==> src/hw/gpio_pkg.sv <==
// Purpose : Shared constants and types for the general-purpose I/O port
// Assumes : 16-bit peripheral bus, word addressed
// Notes   : Offsets are word addresses on the peripheral bus

package gpio_pkg;

  // ----------------------------------------------------------------------
  // Widths
  // ----------------------------------------------------------------------
  localparam int unsigned REG_W    = 16;
  localparam int unsigned ADDR_W   = 16;
  localparam int unsigned PORT_W   = 8;
  localparam int unsigned PAR_SETS = 3;
  localparam int unsigned PAR_PINS = 46;
  localparam int unsigned PAR_MAXW = PAR_SETS * REG_W;

  // ----------------------------------------------------------------------
  // Register offsets
  // ----------------------------------------------------------------------
  localparam logic [ADDR_W-1:0] PORT_DIRECTION_OFS = 16'h3400;
  localparam logic [ADDR_W-1:0] PORT_LEVEL_OFS     = 16'h3401;
  localparam logic [ADDR_W-1:0] PAR_BASE_OFS       = 16'h4400;
  localparam logic [ADDR_W-1:0] PAR_SET_STRIDE     = 16'h0003;
  localparam logic [ADDR_W-1:0] PAR_SPAN           = 16'h0009;

  // Register kind inside one parallel set
  localparam logic [1:0] PAR_KIND_ENABLE    = 2'h0;
  localparam logic [1:0] PAR_KIND_DIRECTION = 2'h1;
  localparam logic [1:0] PAR_KIND_LEVEL     = 2'h2;

  // ----------------------------------------------------------------------
  // Reset values and bit positions
  // ----------------------------------------------------------------------
  localparam logic [PORT_W-1:0] PORT_DIRECTION_RST = 8'h00;
  localparam logic [PORT_W-1:0] PORT_OUT_RST       = 8'h00;
  localparam logic [REG_W-1:0]  PAR_REG_RST        = 16'h0000;
  localparam logic [REG_W-1:0]  READ_ZERO          = 16'h0000;
  localparam int unsigned       SHARED_A_BIT       = 3;
  localparam int unsigned       SHARED_B_BIT       = 5;
  localparam int unsigned       BOOT_SELECT_BIT    = 7;

  // Function of the two shared pins
  typedef enum logic [1:0] {
    FN_PORT   = 2'b01,
    FN_SERIAL = 2'b10
  } shared_fn_e;

  // Decode of a parallel register address: {hit, set, kind}
  typedef struct packed {
    logic       hit;
    logic [1:0] set;
    logic [1:0] kind;
  } par_dec_s;

  // Parallel register address decode
  function automatic par_dec_s par_decode(input logic [ADDR_W-1:0] addr);
    logic [ADDR_W-1:0] offs;
    par_dec_s          d;
    offs   = addr - PAR_BASE_OFS;
    d.hit  = (addr >= PAR_BASE_OFS) && (offs < PAR_SPAN);
    d.set  = 2'(offs / PAR_SET_STRIDE);
    d.kind = 2'(offs % PAR_SET_STRIDE);
    return d;
  endfunction : par_decode

endpackage : gpio_pkg

==> src/hw/pbank_if.sv <==
// Purpose : Register path between the port top and the parallel pin bank
// Assumes : One clock, write strobe qualified by the top
// Notes   : Read data is combinational from the bank

`timescale 1ns/10ps

interface pbank_if;
  logic        wr_en;  // Write strobe
  logic [15:0] addr;   // Word address
  logic [15:0] wdata;  // Write data
  logic        hit;    // Address belongs to the bank
  logic [15:0] rdata;  // Read data of addressed register

  modport host (output wr_en, output addr, output wdata, input hit, input rdata);
  modport bank (input wr_en, input addr, input wdata, output hit, output rdata);
endinterface : pbank_if

==> src/hw/general_purpose_io_port.sv <==
// Purpose : Eight-pin general-purpose port plus parallel pin I/O registers
// Assumes : Peripheral bus with one-cycle select, word addresses
// Notes   : Shared pin function is caught while reset is held
//
// Operation
// - Eight separately configurable pins map pin 0 to bit 0 up to pin 7 at bit 7.
// - Direction sits at 0x3400 and level at 0x3401, both read and written over the bus.
// - Boot select low during reset gives port bits 3 and 5, high gives serial-2 clock/sync.
// - The shared pin function is fixed at reset release until the next reset.
// - Direction 0 is input and 1 is output, and all directions reset to input.
// - With direction 0 the level bit reads the sampled pin level.
// - With direction 1 the level bit sets the driven pin level.
// - After reset the level register reflects the pin levels, not a constant.
// - Each bus and host pin may serve as parallel I/O when the bus is not in full mode.
// - Three enable registers switch the output driver of each parallel pin.
// - Three direction registers choose whether a level bit reads back the latch or the pin.
// - Three level registers hold the driven or sampled parallel pin values.
// - Parallel enables never override full bus mode, which keeps the bus functions.

`timescale 1ns/10ps

module general_purpose_io_port #(
  parameter int unsigned PAR_NPINS = gpio_pkg::PAR_PINS  // Parallel pin count
) (
  input  wire logic                        mclk,                // 40 MHz clock
  input  wire logic                        rst,                 // Sync reset, high
  input  wire logic                        per_sel,             // Bus access strobe
  input  wire logic                        per_we,              // 1 write, 0 read
  input  wire logic [gpio_pkg::ADDR_W-1:0] per_addr,            // Word address
  input  wire logic [gpio_pkg::REG_W-1:0]  per_wdata,           // Write data
  output logic      [gpio_pkg::REG_W-1:0]  per_rdata,           // Read data
  output logic                             per_ack,             // Access done
  input  wire logic [gpio_pkg::PORT_W-1:0] port_pin_i,          // Port pin levels
  output logic      [gpio_pkg::PORT_W-1:0] port_pin_o,          // Port pin drive
  output logic      [gpio_pkg::PORT_W-1:0] port_pin_oe,         // Port pin enable
  input  wire logic                        serial2_tx_clock_o,  // Serial clock out
  input  wire logic                        serial2_tx_clock_oe, // Serial clock enable
  output logic                             serial2_tx_clock_i,  // Serial clock in
  input  wire logic                        serial2_tx_fsync_o,  // Frame sync out
  input  wire logic                        serial2_tx_fsync_oe, // Frame sync enable
  output logic                             serial2_tx_fsync_i,  // Frame sync in
  output logic                             serial2_pins_owned,  // Shared pins to serial
  input  wire logic                        full_bus_mode,       // Bus mux mode full
  input  wire logic [PAR_NPINS-1:0]        par_pin_i,           // Parallel pin levels
  output logic      [PAR_NPINS-1:0]        par_pin_o,           // Parallel drive
  output logic      [PAR_NPINS-1:0]        par_pin_oe           // Parallel enable
);
  import gpio_pkg::*;

  // ----------------------------------------------------------------------
  // Parameter check
  // ----------------------------------------------------------------------
  if (PAR_NPINS < 1 || PAR_NPINS > PAR_MAXW) begin : g_bad_par
    $error("general_purpose_io_port: PAR_NPINS out of range");
  end

  // ----------------------------------------------------------------------
  // State
  // ----------------------------------------------------------------------
  typedef struct packed {
    logic [PORT_W-1:0] dir;    // Direction bits
    logic [PORT_W-1:0] out;    // Output latch
    logic [PORT_W-1:0] s1;     // Pin sync, first flop
    logic [PORT_W-1:0] s2;     // Pin sync, second flop
    shared_fn_e        fn;     // Shared pin function
    logic [REG_W-1:0]  rdata;  // Registered read data
    logic              ack;    // Access acknowledge
  } port_s;

  port_s             st_q;
  port_s             st_d;
  logic [PORT_W-1:0] level_view;
  logic              serial_sel;

  pbank_if bank_bus ();

  // ----------------------------------------------------------------------
  // Level register view
  // ----------------------------------------------------------------------
  // Outputs read back the latch, inputs read the synchronised pin
  assign level_view = (st_q.dir & st_q.out) | (~st_q.dir & st_q.s2);
  assign serial_sel = (st_q.fn == FN_SERIAL);

  // Path to the parallel bank
  assign bank_bus.wr_en = per_sel && per_we;
  assign bank_bus.addr  = per_addr;
  assign bank_bus.wdata = per_wdata;

  // ----------------------------------------------------------------------
  // Next state
  // ----------------------------------------------------------------------
  always_comb begin
    st_d       = st_q;
    st_d.s1    = port_pin_i;
    st_d.s2    = st_q.s1;
    st_d.ack   = per_sel;
    st_d.rdata = st_q.rdata;

    // Register read, unmapped reads zero
    if (per_sel && !per_we) begin
      if (per_addr == PORT_DIRECTION_OFS) begin
        st_d.rdata = {8'h00, st_q.dir};
      end else if (per_addr == PORT_LEVEL_OFS) begin
        st_d.rdata = {8'h00, level_view};
      end else if (bank_bus.hit) begin
        st_d.rdata = bank_bus.rdata;
      end else begin
        st_d.rdata = READ_ZERO;
      end
    end

    // Register write, upper byte dropped
    if (per_sel && per_we) begin
      if (per_addr == PORT_DIRECTION_OFS) begin
        st_d.dir = per_wdata[PORT_W-1:0];
      end else if (per_addr == PORT_LEVEL_OFS) begin
        st_d.out = per_wdata[PORT_W-1:0];
      end
    end

    // Reset; shared function follows boot select while held
    if (rst) begin
      st_d.dir   = PORT_DIRECTION_RST;
      st_d.out   = PORT_OUT_RST;
      st_d.rdata = READ_ZERO;
      st_d.ack   = 1'b0;
      st_d.fn    = st_q.s2[BOOT_SELECT_BIT] ? FN_SERIAL : FN_PORT;
    end
  end

  // State register
  always_ff @(posedge mclk) begin
    st_q <= st_d;
  end

  // ----------------------------------------------------------------------
  // Port pin drive
  // ----------------------------------------------------------------------
  always_comb begin
    port_pin_o  = st_q.out;
    port_pin_oe = st_q.dir;
    if (serial_sel) begin
      port_pin_o[SHARED_A_BIT]  = serial2_tx_clock_o;
      port_pin_oe[SHARED_A_BIT] = serial2_tx_clock_oe;
      port_pin_o[SHARED_B_BIT]  = serial2_tx_fsync_o;
      port_pin_oe[SHARED_B_BIT] = serial2_tx_fsync_oe;
    end
    // Released during reset so the boot level reaches the sync clean
    if (rst) begin
      port_pin_oe = '0;
    end
  end

  // Serial side sees synchronised shared pins only in serial function
  assign serial2_tx_clock_i = serial_sel & st_q.s2[SHARED_A_BIT];
  assign serial2_tx_fsync_i = serial_sel & st_q.s2[SHARED_B_BIT];
  assign serial2_pins_owned = serial_sel;

  // ----------------------------------------------------------------------
  // Bus outputs
  // ----------------------------------------------------------------------
  assign per_rdata = st_q.rdata;
  assign per_ack   = st_q.ack;

  // ----------------------------------------------------------------------
  // Parallel pin bank
  // ----------------------------------------------------------------------
  par_pin_bank #(
    .NPINS         (PAR_NPINS)
  ) u_bank (
    .mclk          (mclk),
    .rst           (rst),
    .bus           (bank_bus.bank),
    .full_bus_mode (full_bus_mode),
    .pin_i         (par_pin_i),
    .pin_o         (par_pin_o),
    .pin_oe        (par_pin_oe)
  );

endmodule : general_purpose_io_port

==> src/hw/par_pin_bank.sv <==
// Purpose : Enable, direction and level registers of the parallel pins
// Assumes : Pins synchronised here by two flops
// Notes   : Pins are released to the bus when full bus mode is selected

`timescale 1ns/10ps

module par_pin_bank #(
  parameter int unsigned NPINS = gpio_pkg::PAR_PINS  // Parallel pin count
) (
  input  wire logic             mclk,          // System clock
  input  wire logic             rst,           // Sync reset, high
  pbank_if.bank                 bus,           // Register path
  input  wire logic             full_bus_mode, // Pins belong to the bus
  input  wire logic [NPINS-1:0] pin_i,         // Pin levels
  output logic      [NPINS-1:0] pin_o,         // Pin drive values
  output logic      [NPINS-1:0] pin_oe         // Pin drive enables
);
  import gpio_pkg::*;

  if (NPINS < 1 || NPINS > PAR_MAXW) begin : g_bad_npins
    $error("par_pin_bank: NPINS out of range");
  end

  typedef struct packed {
    logic [PAR_SETS-1:0][REG_W-1:0] en;
    logic [PAR_SETS-1:0][REG_W-1:0] dir;
    logic [PAR_SETS-1:0][REG_W-1:0] lvl;
    logic [PAR_MAXW-1:0]            s1;
    logic [PAR_MAXW-1:0]            s2;
  } bank_s;

  bank_s               st_q;
  bank_s               st_d;
  par_dec_s            dec;
  logic [PAR_MAXW-1:0] pad;
  logic [PAR_MAXW-1:0] en_flat;
  logic [PAR_MAXW-1:0] lvl_flat;

  // Bits of a set that map to real pins
  function automatic logic [REG_W-1:0] set_mask(input logic [1:0] set);
    logic [REG_W-1:0] m;
    m = '0;
    for (int i = 0; i < REG_W; i++) begin
      m[i] = (int'(set) * REG_W + i) < NPINS;
    end
    return m;
  endfunction : set_mask

  // ----------------------------------------------------------------------
  // Next state and register read
  // ----------------------------------------------------------------------
  always_comb begin
    logic [REG_W-1:0] pinw;
    pinw = '0;
    dec  = par_decode(bus.addr);
    pad  = '0;
    pad[NPINS-1:0] = pin_i;
    st_d    = st_q;
    st_d.s1 = pad;
    st_d.s2 = st_q.s1;
    bus.hit = dec.hit && (dec.set < 2'(PAR_SETS));
    bus.rdata = READ_ZERO;
    if (bus.hit) begin
      pinw = st_q.s2[dec.set*REG_W +: REG_W];
      unique case (dec.kind)
        PAR_KIND_ENABLE:    bus.rdata = st_q.en[dec.set];
        PAR_KIND_DIRECTION: bus.rdata = st_q.dir[dec.set];
        default:            bus.rdata = (st_q.dir[dec.set] & st_q.lvl[dec.set])
                                      | (~st_q.dir[dec.set] & pinw);
      endcase
      bus.rdata = bus.rdata & set_mask(dec.set);
    end
    if (bus.wr_en && bus.hit) begin
      unique case (dec.kind)
        PAR_KIND_ENABLE:    st_d.en[dec.set]  = bus.wdata & set_mask(dec.set);
        PAR_KIND_DIRECTION: st_d.dir[dec.set] = bus.wdata & set_mask(dec.set);
        default:            st_d.lvl[dec.set] = bus.wdata & set_mask(dec.set);
      endcase
    end
    if (rst) begin
      for (int s = 0; s < PAR_SETS; s++) begin
        st_d.en[s]  = PAR_REG_RST;
        st_d.dir[s] = PAR_REG_RST;
        st_d.lvl[s] = PAR_REG_RST;
      end
    end
  end

  // State register
  always_ff @(posedge mclk) begin
    st_q <= st_d;
  end

  // ----------------------------------------------------------------------
  // Pin drive; bus mode always keeps the pins
  // ----------------------------------------------------------------------
  assign en_flat  = st_q.en;
  assign lvl_flat = st_q.lvl;
  assign pin_o    = lvl_flat[NPINS-1:0];
  assign pin_oe   = en_flat[NPINS-1:0] & {NPINS{~(full_bus_mode | rst)}};

endmodule : par_pin_bank

==> config.mk <==
export PLATFORM = sky130hd
export DESIGN_NAME = general_purpose_io_port
export DESIGN_NICKNAME = d
export VERILOG_FILES = /design/src/hw/gpio_pkg.sv /design/src/hw/pbank_if.sv /design/src/hw/general_purpose_io_port.sv /design/src/hw/par_pin_bank.sv
export SDC_FILE = /design/constraint.sdc
export NUM_CORES = 1
export LEC_CHECK = 0
export BUFFER_PORTS_ARGS = -buffer_cell sky130_fd_sc_hd__buf_2
export CAP_MARGIN = 20
export CELL_PAD_IN_SITES_DETAIL_PLACEMENT = 2
export CELL_PAD_IN_SITES_GLOBAL_PLACEMENT = 2
export CORE_MARGIN = 5
export CORE_UTILIZATION = 34
export DETAILED_ROUTE_END_ITERATION = 6
export PLACE_DENSITY = 0.86
export SLEW_MARGIN = 20
export SYNTH_ARGS = -nofsm -noshare
export SYNTH_HDL_FRONTEND = slang
export SYNTH_SLANG_ARGS = --single-unit
export TNS_END_PERCENT = 20
==> constraint.sdc <==
create_clock -name mclk -period 11 [get_ports mclk]
set_clock_uncertainty 0.15 [all_clocks]
set_input_delay 1.1 -clock mclk [delete_from_list [all_inputs] [get_ports mclk]]
set_output_delay 1.1 -clock mclk [all_outputs]
set_load 0.01 [all_outputs]
; ---- After elaboration in Yosys (flattened, before gate mapping)
; Cells that the tools add are included.
[op_classes]
n_bitwise = 17
order_cmp = 21
shifts = 1
n_reduce_logical = 14
n_mux = 22
n_eq_ne = 4
addsub = 16
div = 2
[op_table]
columns = op, n
row1 = 32-bit by 6-bit < comparator with 1-bit output (second input constant), 12
row2 = 48-bit bitwise mux, 3
row3 = 16-bit two-way mux, 8
row4 = 16-bit binary-select mux with 2-bit select, 3
row5 = 16-bit AND, 4
row6 = 6-bit by 4-bit adder with 7-bit output (second input constant), 8
row7 = 48-bit by 7-bit variable part select with 16-bit output, 1
row8 = 46-bit AND, 1
row9 = 16-bit demux with 2-bit select, 1
row10 = 16-bit by 14-bit equality test with 1-bit output (second input constant), 2
row11 = 16-bit case mux with 2 select lines, 1
row12 = 6-bit by 3-bit adder with 7-bit output (second input constant), 4
row13 = 7-bit by 6-bit < comparator with 1-bit output (second input constant), 3
row14 = 8-bit AND, 2
row15 = 16-bit by 2-bit divider with 16-bit output (second input constant), 1
row16 = 16-bit by 15-bit greater-or-equal comparator with 1-bit output (second input constant), 1
row17 = 16-bit by 4-bit < comparator with 1-bit output (second input constant), 1
row18 = 16-bit by 2-bit remainder unit with 16-bit output (second input constant), 1
row19 = 16-bit inverter, 1
row20 = 16-bit OR, 1
row21 = 16-bit by 15-bit subtractor with 16-bit output (second input constant), 1
row22 = 6-bit by 2-bit adder with 7-bit output (second input constant), 2
row23 = 8-bit two-way mux, 1
row24 = 8-bit inverter, 1
row25 = other kinds (19), 33
[word_totals]
inputBits = 95
wordCells = 115
regBits = 287
output_inout_bits = 128

; ---- Logic depth before layout (Yosys ltp)
; Gate-level depths: netlist of run 1.
[depth]
word_depth = 13
depth_mapped = 47

; ---- By module
; Synthesis of run 1 repeated with hierarchy kept, for this count alone.
[unflattened]
hier_cells = 1850
hier_area_um2 = 15498.6
[by_module_without_submodules]
columns = mod, n_inst, area_each_um2, cells_per_inst
row1 = par_pin_bank, 1, 13221.4, 1613
row2 = general_purpose_io_port, 1, 2277.2, 237

; ---- Least setup slack after synthesis of run 1
; OpenSTA, ideal clock, no wires.
[synth_timing]
path_kind = input port to flip-flop
from = in per_addr[10] (netlist name)
to = reg st_q (netlist bit per_rdata[7])
setup_ns = 0.120
path_stages = 44
path_buffers = 9
t_required_ns = 10.730
slack_ns = 1.445
arrival_ns = 9.285
path_cell_list = buf_2 -> buf_2 -> inv_1 -> clkbuf_1 -> ha_1 -> nand2b_1 -> a21oi_1 -> a2111oi_2 -> o32ai_2 -> buf_4 -> xnor2_1 -> a2111o_1 -> o211ai_2 -> o21ai_2 -> a221oi_4 -> and3_1 -> buf_4 -> a21oi_2 -> [8 not listed] -> ha_1 -> inv_1 -> o211ai_1 -> nor2_1 -> nand3_1 -> nor2_4 -> xnor2_1 -> ha_1 -> a31oi_1 -> nor3b_2 -> o211ai_2 -> nor2_4 -> buf_4 -> buf_6 -> nor2_1 -> or3_1 -> o211a_1 -> o31a_1
[synth_via]
elab_chain_cells = 13
word_cells_on_any_way = 31
classes_between = 2 x add/sub / 2 x div / 4 x order compare / 3 x eq/ne / 1 x shift / 11 x mux / 5 x bitwise / 3 x reduce/logical
[synth_lines]
columns = element, line
row1 = start: declaration, general_purpose_io_port.sv:29  ; input wire logic [gpio_pkg::ADDR_W-1:0] per_addr,
row2 = "parallel branches: the longest is 12 deep, another holds 32-bit by 6-bit < comparator with 1-bit output", --
row3 = 16-bit two-way mux *, general_purpose_io_port.sv:101  ; if (per_addr == PORT_DIRECTION_OFS) begin
row4 = end signal: assignment, general_purpose_io_port.sv:133  ; st_q <= st_d;
row5 = end: declaration, general_purpose_io_port.sv:70  ; port_s st_q;
; Every way passes the cells marked *. The select of a mux whose other input is x is not followed.
; A chain may end at the register's enable or synchronous reset.

; ---- Worst setup path after layout of run 1
[layout_timing]
from = in per_addr[10] (netlist name)
to = reg u_bank.st_q (netlist bit u_bank.pin_o[42])
[layout_via]
elab_chain_cells = 7
word_cells_on_any_way = 23
classes_between = 2 x add/sub / 2 x div / 6 x order compare / 1 x eq/ne / 3 x mux / 2 x bitwise / 7 x reduce/logical
[layout_lines]
columns = element, line
row1 = "parallel branches: the longest is 7 deep, another holds 16-bit by 15-bit subtractor with 16-bit output", --
row2 = end signal: assignment, par_pin_bank.sv:91  ; st_q <= st_d;
row3 = end: declaration, par_pin_bank.sv:32  ; bank_s st_q;
; Parallel ways; which one is timed is not known.

==> results of run 1 <==
[critical path: cells and delay by family]
kind / cells / cell delay [ns]
buffers and inverters: 6 / 1.13
AND/OR/NAND/NOR: 14 / 3.42
multiplexers: 1 / 0.42
XOR/XNOR: 2 / 0.25
AO/OA/AOI/OAI: 12 / 3.60
adder cells (fa/ha/maj): 3 / 0.83
[cells in the final DEF, fill, tap and decap left out, types with 20 or more instances in the layout]
| master | netlist | layout |
|---|---|---|
| nand3_1 | 33 | 33 |
| nor2_1 | 159 | 158 |
| mux2_2 | 21 | 21 |
| a222oi_1 | 20 | 20 |
| buf_4 | 76 | 44 |
| o21ai_0 | 43 | 43 |
| dfxtp_1 | 281 | 281 |
| a22oi_1 | 20 | 20 |
| a21oi_1 | 179 | 179 |
| mux2i_1 | 73 | 73 |
| nand2_1 | 292 | 292 |
| nor3_1 | 42 | 42 |
| and2_1 | 64 | 63 |
| clkbuf_16 | 0 | 31 |
| buf_2 | 39 | 221 |
[timing repair]
action / 4_1_cts / 5_1_grt
hold endpoints to repair: 0 / 0
resized for setup: 0 / 7
hold buffers: 0 / 0
endpoints found under the setup margin: 0 / 146
[synth_stat cells (5+ instances only)]
cell type / number
buf_4: 76
and2_1: 64
xnor2_1: 15
nor2_1: 159
a21oi_1: 179
a222oi_1: 20
mux2_1: 7
ha_1: 5
mux2i_1: 73
o311ai_1: 8
mux2_2: 21
a211oi_1: 19
or3_1: 15
a31oi_1: 9
nand3_1: 33
clkbuf_1: 77
nand2b_1: 10
dfxtp_1: 281
o211a_1: 5
o211ai_1: 17
inv_1: 10
a22oi_1: 20
nor2b_1: 18
o21ai_0: 43
nor3_1: 42
and3_1: 19
o21ai_1: 14
nor2_2: 7
o22ai_1: 11
a221o_1: 6
buf_2: 39
a211o_1: 15
a21o_1: 5
nand4_1: 13
nor4_1: 8
nand2_1: 292
[where the power goes]
group	leakage, nW	internal (W)	switching, W	total (W)
Combinational	3.92	0.000303	0.000658	0.000961
Sequential	2.33	0.00105	0.0000116	0.00106
Clock	0.585	0.000738	0.000481	0.00122
Total	6.83	0.00209	0.00115	0.00324
[flip-flops by register name, indices dropped and copies added, names as in the netlist]
signal          flops
u_bank.pin_o       46
per_ack             1
u_bank.en_flat     48
port_pin_o          6
u_bank.st_d        46
st_d                8
u_bank.st_q        92
st_q               20
per_rdata          16
[how the worst max path moves through the flow]
stage / start / to / slack [ns] / cells after the start
finish: per_addr[10] / u_bank.pin_o[42] / 0.47 / 38
global placement: per_addr[10] / u_bank.st_q[151] / 0.66 / 40
CTS: per_addr[10] / u_bank.st_q[172] / 0.33 / 38
floorplan: per_addr[10] / per_rdata[7] / 1.44 / 44
global route: per_addr[10] / u_bank.pin_o[41] / -0.06 / 38
detailed placement: per_addr[10] / u_bank.en_flat[6] / -0.11 / 37
[metrics by stage]
stage          std cells  setup TNS, ns
2_1_floorplan       1792              0
3_3_place_gp        2406              0
3_5_place_dp        2406          -4.02
4_1_cts             2464              0
5_1_grt             2465         -0.170
6_report            2465              0
[cell families (layout without fill, tap and decap cells)]
group                    Yosys count  after routing  share of synthesized area
XOR/XNOR                          18             18                     0.0108
adder cells (fa/ha/maj)            5              5                    0.00428
other                              0              1                          0
flip-flops                       283            283                      0.389
AO/OA/AOI/OAI                    454            454                      0.214
AND/OR/NAND/NOR                  718            718                      0.230
multiplexers                     102            102                     0.0725
buffers and inverters            212            338                     0.0789
[metal layers]
| layer | vias up | part of all wire | GRT usage |
|---|---|---|---|
| li1 | 6477 | - | - |
| met1 | 7483 | 0.39 | 0.325 |
| met2 | 649 | 0.49 | 0.482 |
| met3 | 210 | 0.060 | 0.0448 |
| met4 | 0 | 0.054 | 0.133 |
| met5 | - | 0 | 0 |
[layout make-up]
type                       instances  area (um2)
antenna                            1        2.50
clock buffer                      41         893
clock inverter                    17         288
fill                            4814       25900
inverter                          14        52.6
multi-input combinational       1297        7830
sequential                       283        5690
tap                              546         683
timing repair buffer             266        1450
==> metrics.yaml, run 1 <==
outcome:
  outcome: "finished, violations left"
  failed_checks: "DRC"
timing:
  maxSlewHeadroom: 0.243
  final_max_slew_viol_count: 0
  setup_viol: 0
  rsz0062_at_grt: "yes"
  fin_ws_ns: 0.466
  worstMarginPinSlew_ns: 1.14
  timing_hold_violations_final: 0
  timing.fmax_mhz: 94.9
  worst_hold_slack_ns: 0.176
  fin_crit_ns: 10.53
  period_share: 0.958
global_route:
  grt_pass1_vias: 16200
  antenna_found_initial: 1
  grt.total_usage: 0.274
  grt_pass1_wl_um: 101000
  grt_remaining_overflow: 0
  grt_max_degree: 98
synth:
  synthCells: 1792
  synth_ff_type: "dfxtp_1"
  ys_warn_count: 0
  avgSynthCellArea_um2: 8.16
  ys_types: 104
  synth_edf_count: 2
  synthesis.nets: 1892
  synth_top_area_cell: "dfxtp_1"
  synth_area_leaders: "dfxtp_1 (38%), nand2_1 (7.5%), a21oi_1 (6.1%), mux2i_1 (5.0%), nor2_1 (4.1%)"
  ys_ff_latch: 283
  syn-cell-area_um2: 14600
  synth-seq-area-share: 0.389
  yosys.area.top_type_share: 0.385
  async_flop_share: 0
clocking:
  clock-sinks: 283
  cts_max_path_buffers: 3
  cts_made_buffers: 31
  clkSlewWorstSetupHoldPaths_ns: 0.07
  insertion_delay_ns: 0.61
  post_cts_buffers: 0
  cts_tree: "yes"
  h-tree-depth: 1
  cts_root_buf: "clkbuf_16"
floorplanning:
  die_w_um: 217
  die_y_um: 217
  pin_count: 223
  rows: 76
  core_area_um2: 42800
  initial_core_util: 0.342
  die_area_um2: 47300
critical_path:
  reg2reg_from: "u_bank.pin_o[38]"
  cpMaxStageDelayCell: "nand3_2"
  worstPathMaxFanout: 23
  r2r-end: "per_rdata[6]"
  worstPathArrival_ns: 10.82
  crit_type: "primary input to flop"
  regToRegSetupSlack_ns: 9.09
  cpMostUsedCell: "nand3_1"
  reg2regPathDepth: 5
  crit_path_max_incr_delay_ns: 0.54
  start_kind: "primary input"
  end_kind: "flop"
  cp.required_ns: 11.28
drt:
  drt_pass1_iterations: 7
  drc_errors: 9
  vias: 14800
  wl_per_cell_um: 27.5
  routed_wl_um: 67700
  drtIter0Drc: 1252
  viasPerCell: 6.01
  drtAntennaViolNets: 0
min_path:
  hold_depth: 0
  min_to: "u_bank.st_q[6]"
  min_from: "u_bank.st_d[6]"
  min_path_type: "flop to flop"
power:
  ir_worst_vdd_v: 0.000148
  leakage_nw: 6.83
  p_per_area_nw_per_um2: 192
  fin_total_pwr_w: 0.00324
final_layout:
  syn_to_final_growth_pct: 15.5
  fin_area_um2: 16900
  utilization: 0.395
  layout-drive-gt1-share: 0.210
  fin_nets: 1993
placement:
  dp_hpwl_um: 46100
  pre_cts_ws_ns: -0.114
  post_dp_cell_area_um2: 15700
  gp_congestion: 0.917
  io_buffers: 222
flow_run:
  drv_cap: 0
(Power assumes the default switching activity.)
==> inputs of run 2 (changes only) <==
Settings changed: ABC_AREA set to 1, CORE_UTILIZATION 34 to 32, PLACE_DENSITY 0.86 to 0.87.
==> metrics.yaml, run 2 <==
outcome:
  outcome: "finished, final reports clean"
final_layout:
  final_cell_mix: "nand2_1 (441), dfxtp_1 (281), inv_1 (243)"
  regMostFlops: "u_bank.st_q"
  fin_cells: 2908  # +18%
  largest_reg_flops: 92  # unchanged
  layout-drive-gt1-share: 0.214  # +0.00402
  final_common_cell: "nand2_1"
  fin_nets: 2384  # +20%
  num-fill-cells: 5345  # +11%
  syn_to_final_growth_pct: 17.6
power:
  leakage_nw: 8.13  # +19%
  p_per_area_nw_per_um2: 274  # +43%
  ir_worst_vdd_v: 0.000151  # +2.1%
synth:
  async_flop_share: 0  # unchanged
  synthesis.nets: 2236  # +18%
  syn-cell-area_um2: 14700  # +0.68%
  synth.most_common_cell: "nand2_1"
  ys_ff_latch: 283  # unchanged
  synth_edf_count: 2  # unchanged
  synth_area_leaders: "dfxtp_1 (38%), nand2_1 (11%), a21oi_1 (6.3%), inv_1 (6.2%), nor2_1 (5.2%)"
  synth_top_area_cell: "dfxtp_1"
  synth_ff_type: "dfxtp_1"
  yosys.area.top_type_share: 0.382  # -0.00262
  ys_warn_count: 0  # unchanged
  avgSynthCellArea_um2: 6.89  # -16%
  synth-seq-area-share: 0.386  # -0.00264
  synthCells: 2136  # +19%
  synth_common_cells: "nand2_1 (447), dfxtp_1 (281), inv_1 (244)"
  ys_types: 56  # -46%
placement:
  pre_cts_ws_ns: -0.499  # -0.386 ns
  io_buffers: 222  # unchanged
  gp_congestion: 0.843  # -8.0%
  place_inst: 2833  # +18%
  dp_hpwl_um: 46300  # +0.54%
drt:
  wl_per_cell_um: 24.2  # -12%
  drc_errors: 0  # -9
  drtAntennaViolNets: 0  # unchanged
  vias: 15800  # +6.4%
  routed_wl_um: 70400  # +3.9%
  viasPerCell: 5.42  # -9.8%
  drtIter0Drc: 1044  # -17%
  drt_pass1_iterations: 5  # -2
clocking:
  cts_made_buffers: 29  # -6.5%
  clock-sinks: 283  # unchanged
  clkSlewWorstSetupHoldPaths_ns: 0.07  # about the same
  h-tree-depth: 1  # unchanged
  cts_tree: "yes"
  cts_root_buf: "clkbuf_16"
  cts_hold_buffers: 0  # unchanged
  cts_max_path_buffers: 3  # unchanged
  insertion_delay_ns: 0.59  # -0.02 ns
min_path:
  min_path_type: "flop to flop"
  min_to: "u_bank.st_q[6]"
  hold_depth: 0  # unchanged
  min_from: "u_bank.st_d[6]"
floorplanning:
  pin_count: 223  # unchanged
  die_y_um: 225  # +3.3%
  core_area_um2: 45500  # +6.3%
  die_area_um2: 50400  # +6.7%
  rows: 78  # +2.6%
  die_w_um: 225  # +3.3%
  initial_core_util: 0.324  # -0.0180
timing:
  setup_viol: 0  # unchanged
  worstMarginPinSlew_ns: 1.18  # +0.0458 ns
  worst_hold_slack_ns: 0.177  # +0.000621 ns
  timing.fmax_mhz: 94.3  # -0.64%
  fin_ws_ns: 0.398  # -0.0677 ns
  maxSlewHeadroom: 0.205  # -0.0378
  period_share: 0.964  # +0.00615
  timing_hold_violations_final: 0  # unchanged
  final_max_slew_viol_count: 0  # unchanged
  fin_crit_ns: 10.60  # +0.0677 ns
global_route:
  grt_pass1_vias: 17100  # +5.5%
  antenna_found_initial: 4  # +3
  grt.total_usage: 0.244  # -0.0301
  grt_pass1_wl_um: 98300  # -3.2%
  grt_max_degree: 102  # +4.1%
  grt_remaining_overflow: 0  # unchanged
critical_path:
  reg2reg_from: "u_bank.st_q[178]"
  worstPathMaxFanout: 27  # +17%
  start_kind: "primary input"
  regToRegSetupSlack_ns: 9.16  # +0.07 ns
  cpMostUsedCell: "nand2_1"
  end_kind: "flop"
  r2r-end: "per_rdata[2]"
  cpMaxStageDelayCell: "nor2_2"
  cp.required_ns: 11.37  # +0.09 ns
  reg2regPathDepth: 10  # +5
  worstPathArrival_ns: 10.97  # +0.15 ns
  crit_type: "primary input to flop"
  crit_path_max_incr_delay_ns: 0.25  # -0.29 ns
flow_run:
  drv_cap: 0  # unchanged
## run 2: what timing repair did
item	4_1_cts	5_1_grt
resized for setup	0	51
buffers inserted	0	18
setup endpoints to repair	0	156
## run 2: per-stage QoR
stage	TNS [ns]	total power [W]	area [um2]	utilization
floorplan	0	0.00277	14700	-
global placement	0	0.00329	15900	0.350
detailed placement	-48.84	0.00339	15900	0.350
CTS	0	0.00446	16900	0.372
global route	-8.80	0.00503	17300	0.381
finish	0	0.00474	17300	0.381
## run 2: area by class of cell
type | instances | area [um2] | share of cell area
Tap cell | 600 | 751 | 0.0434
Clock inverter | 21 | 238 | 0.0137
Inverter | 270 | 1020 | 0.0591
Clock buffer | 33 | 771 | 0.0445
Timing Repair Buffer | 271 | 1560 | 0.0899
Multi-Input combinational cell | 1429 | 7280 | 0.421
Antenna cell | 1 | 2.50 | 0.000145
Sequential cell | 283 | 5690 | 0.328
## run 2: cell families (layout without fill, tap and decap cells)
group / Yosys count / after routing / synth area share
and+or+nand+nor: 970 / 972 / 0.309
other: 0 / 1 / 0
muxes: 1 / 1 / 0.000680
buffers and inverters: 426 / 595 / 0.134
DFF: 283 / 283 / 0.386
adders and majority gates: 5 / 5 / 0.00425
xor gates and xnor gates: 15 / 15 / 0.00892
AOI/OAI and AO/OA: 436 / 436 / 0.157
## run 2: critical path, delay by kind of cell
| family | cells | cell delay, ns |
|---|---|---|
| adder cells (fa/ha/maj) | 3 | 0.61 |
| XOR/XNOR | 1 | 0.14 |
| buffers and inverters | 11 | 1.49 |
| AO/OA/AOI/OAI | 4 | 0.61 |
| AND/OR/NAND/NOR | 52 | 6.94 |
## run 2: power by group
part / internal (W) / switching, W / leakage, nW
registers: 0.00105 / 0.00000891 / 2.32
clock network: 0.000603 / 0.000477 / 0.478
logic: 0.000766 / 0.00184 / 5.33
## run 2: worst max path at each step
stage                                to    startpoint  slack [ns]
after global placement    per_rdata[11]  per_addr[10]        0.42
after floorplan            per_rdata[6]  per_addr[10]        1.92
after global routing      per_rdata[14]  per_addr[10]       -0.28
after CTS                 per_rdata[14]  per_addr[10]        0.02
final                     per_rdata[14]  per_addr[10]        0.40
after detailed placement  per_rdata[14]  per_addr[10]       -0.50
## run 2: per-layer routing
metal	wire length, um	global-route usage
met5	13	0
met4	3500	0.0998
met3	3170	0.0286
met2	35500	0.438
met1	28100	0.296
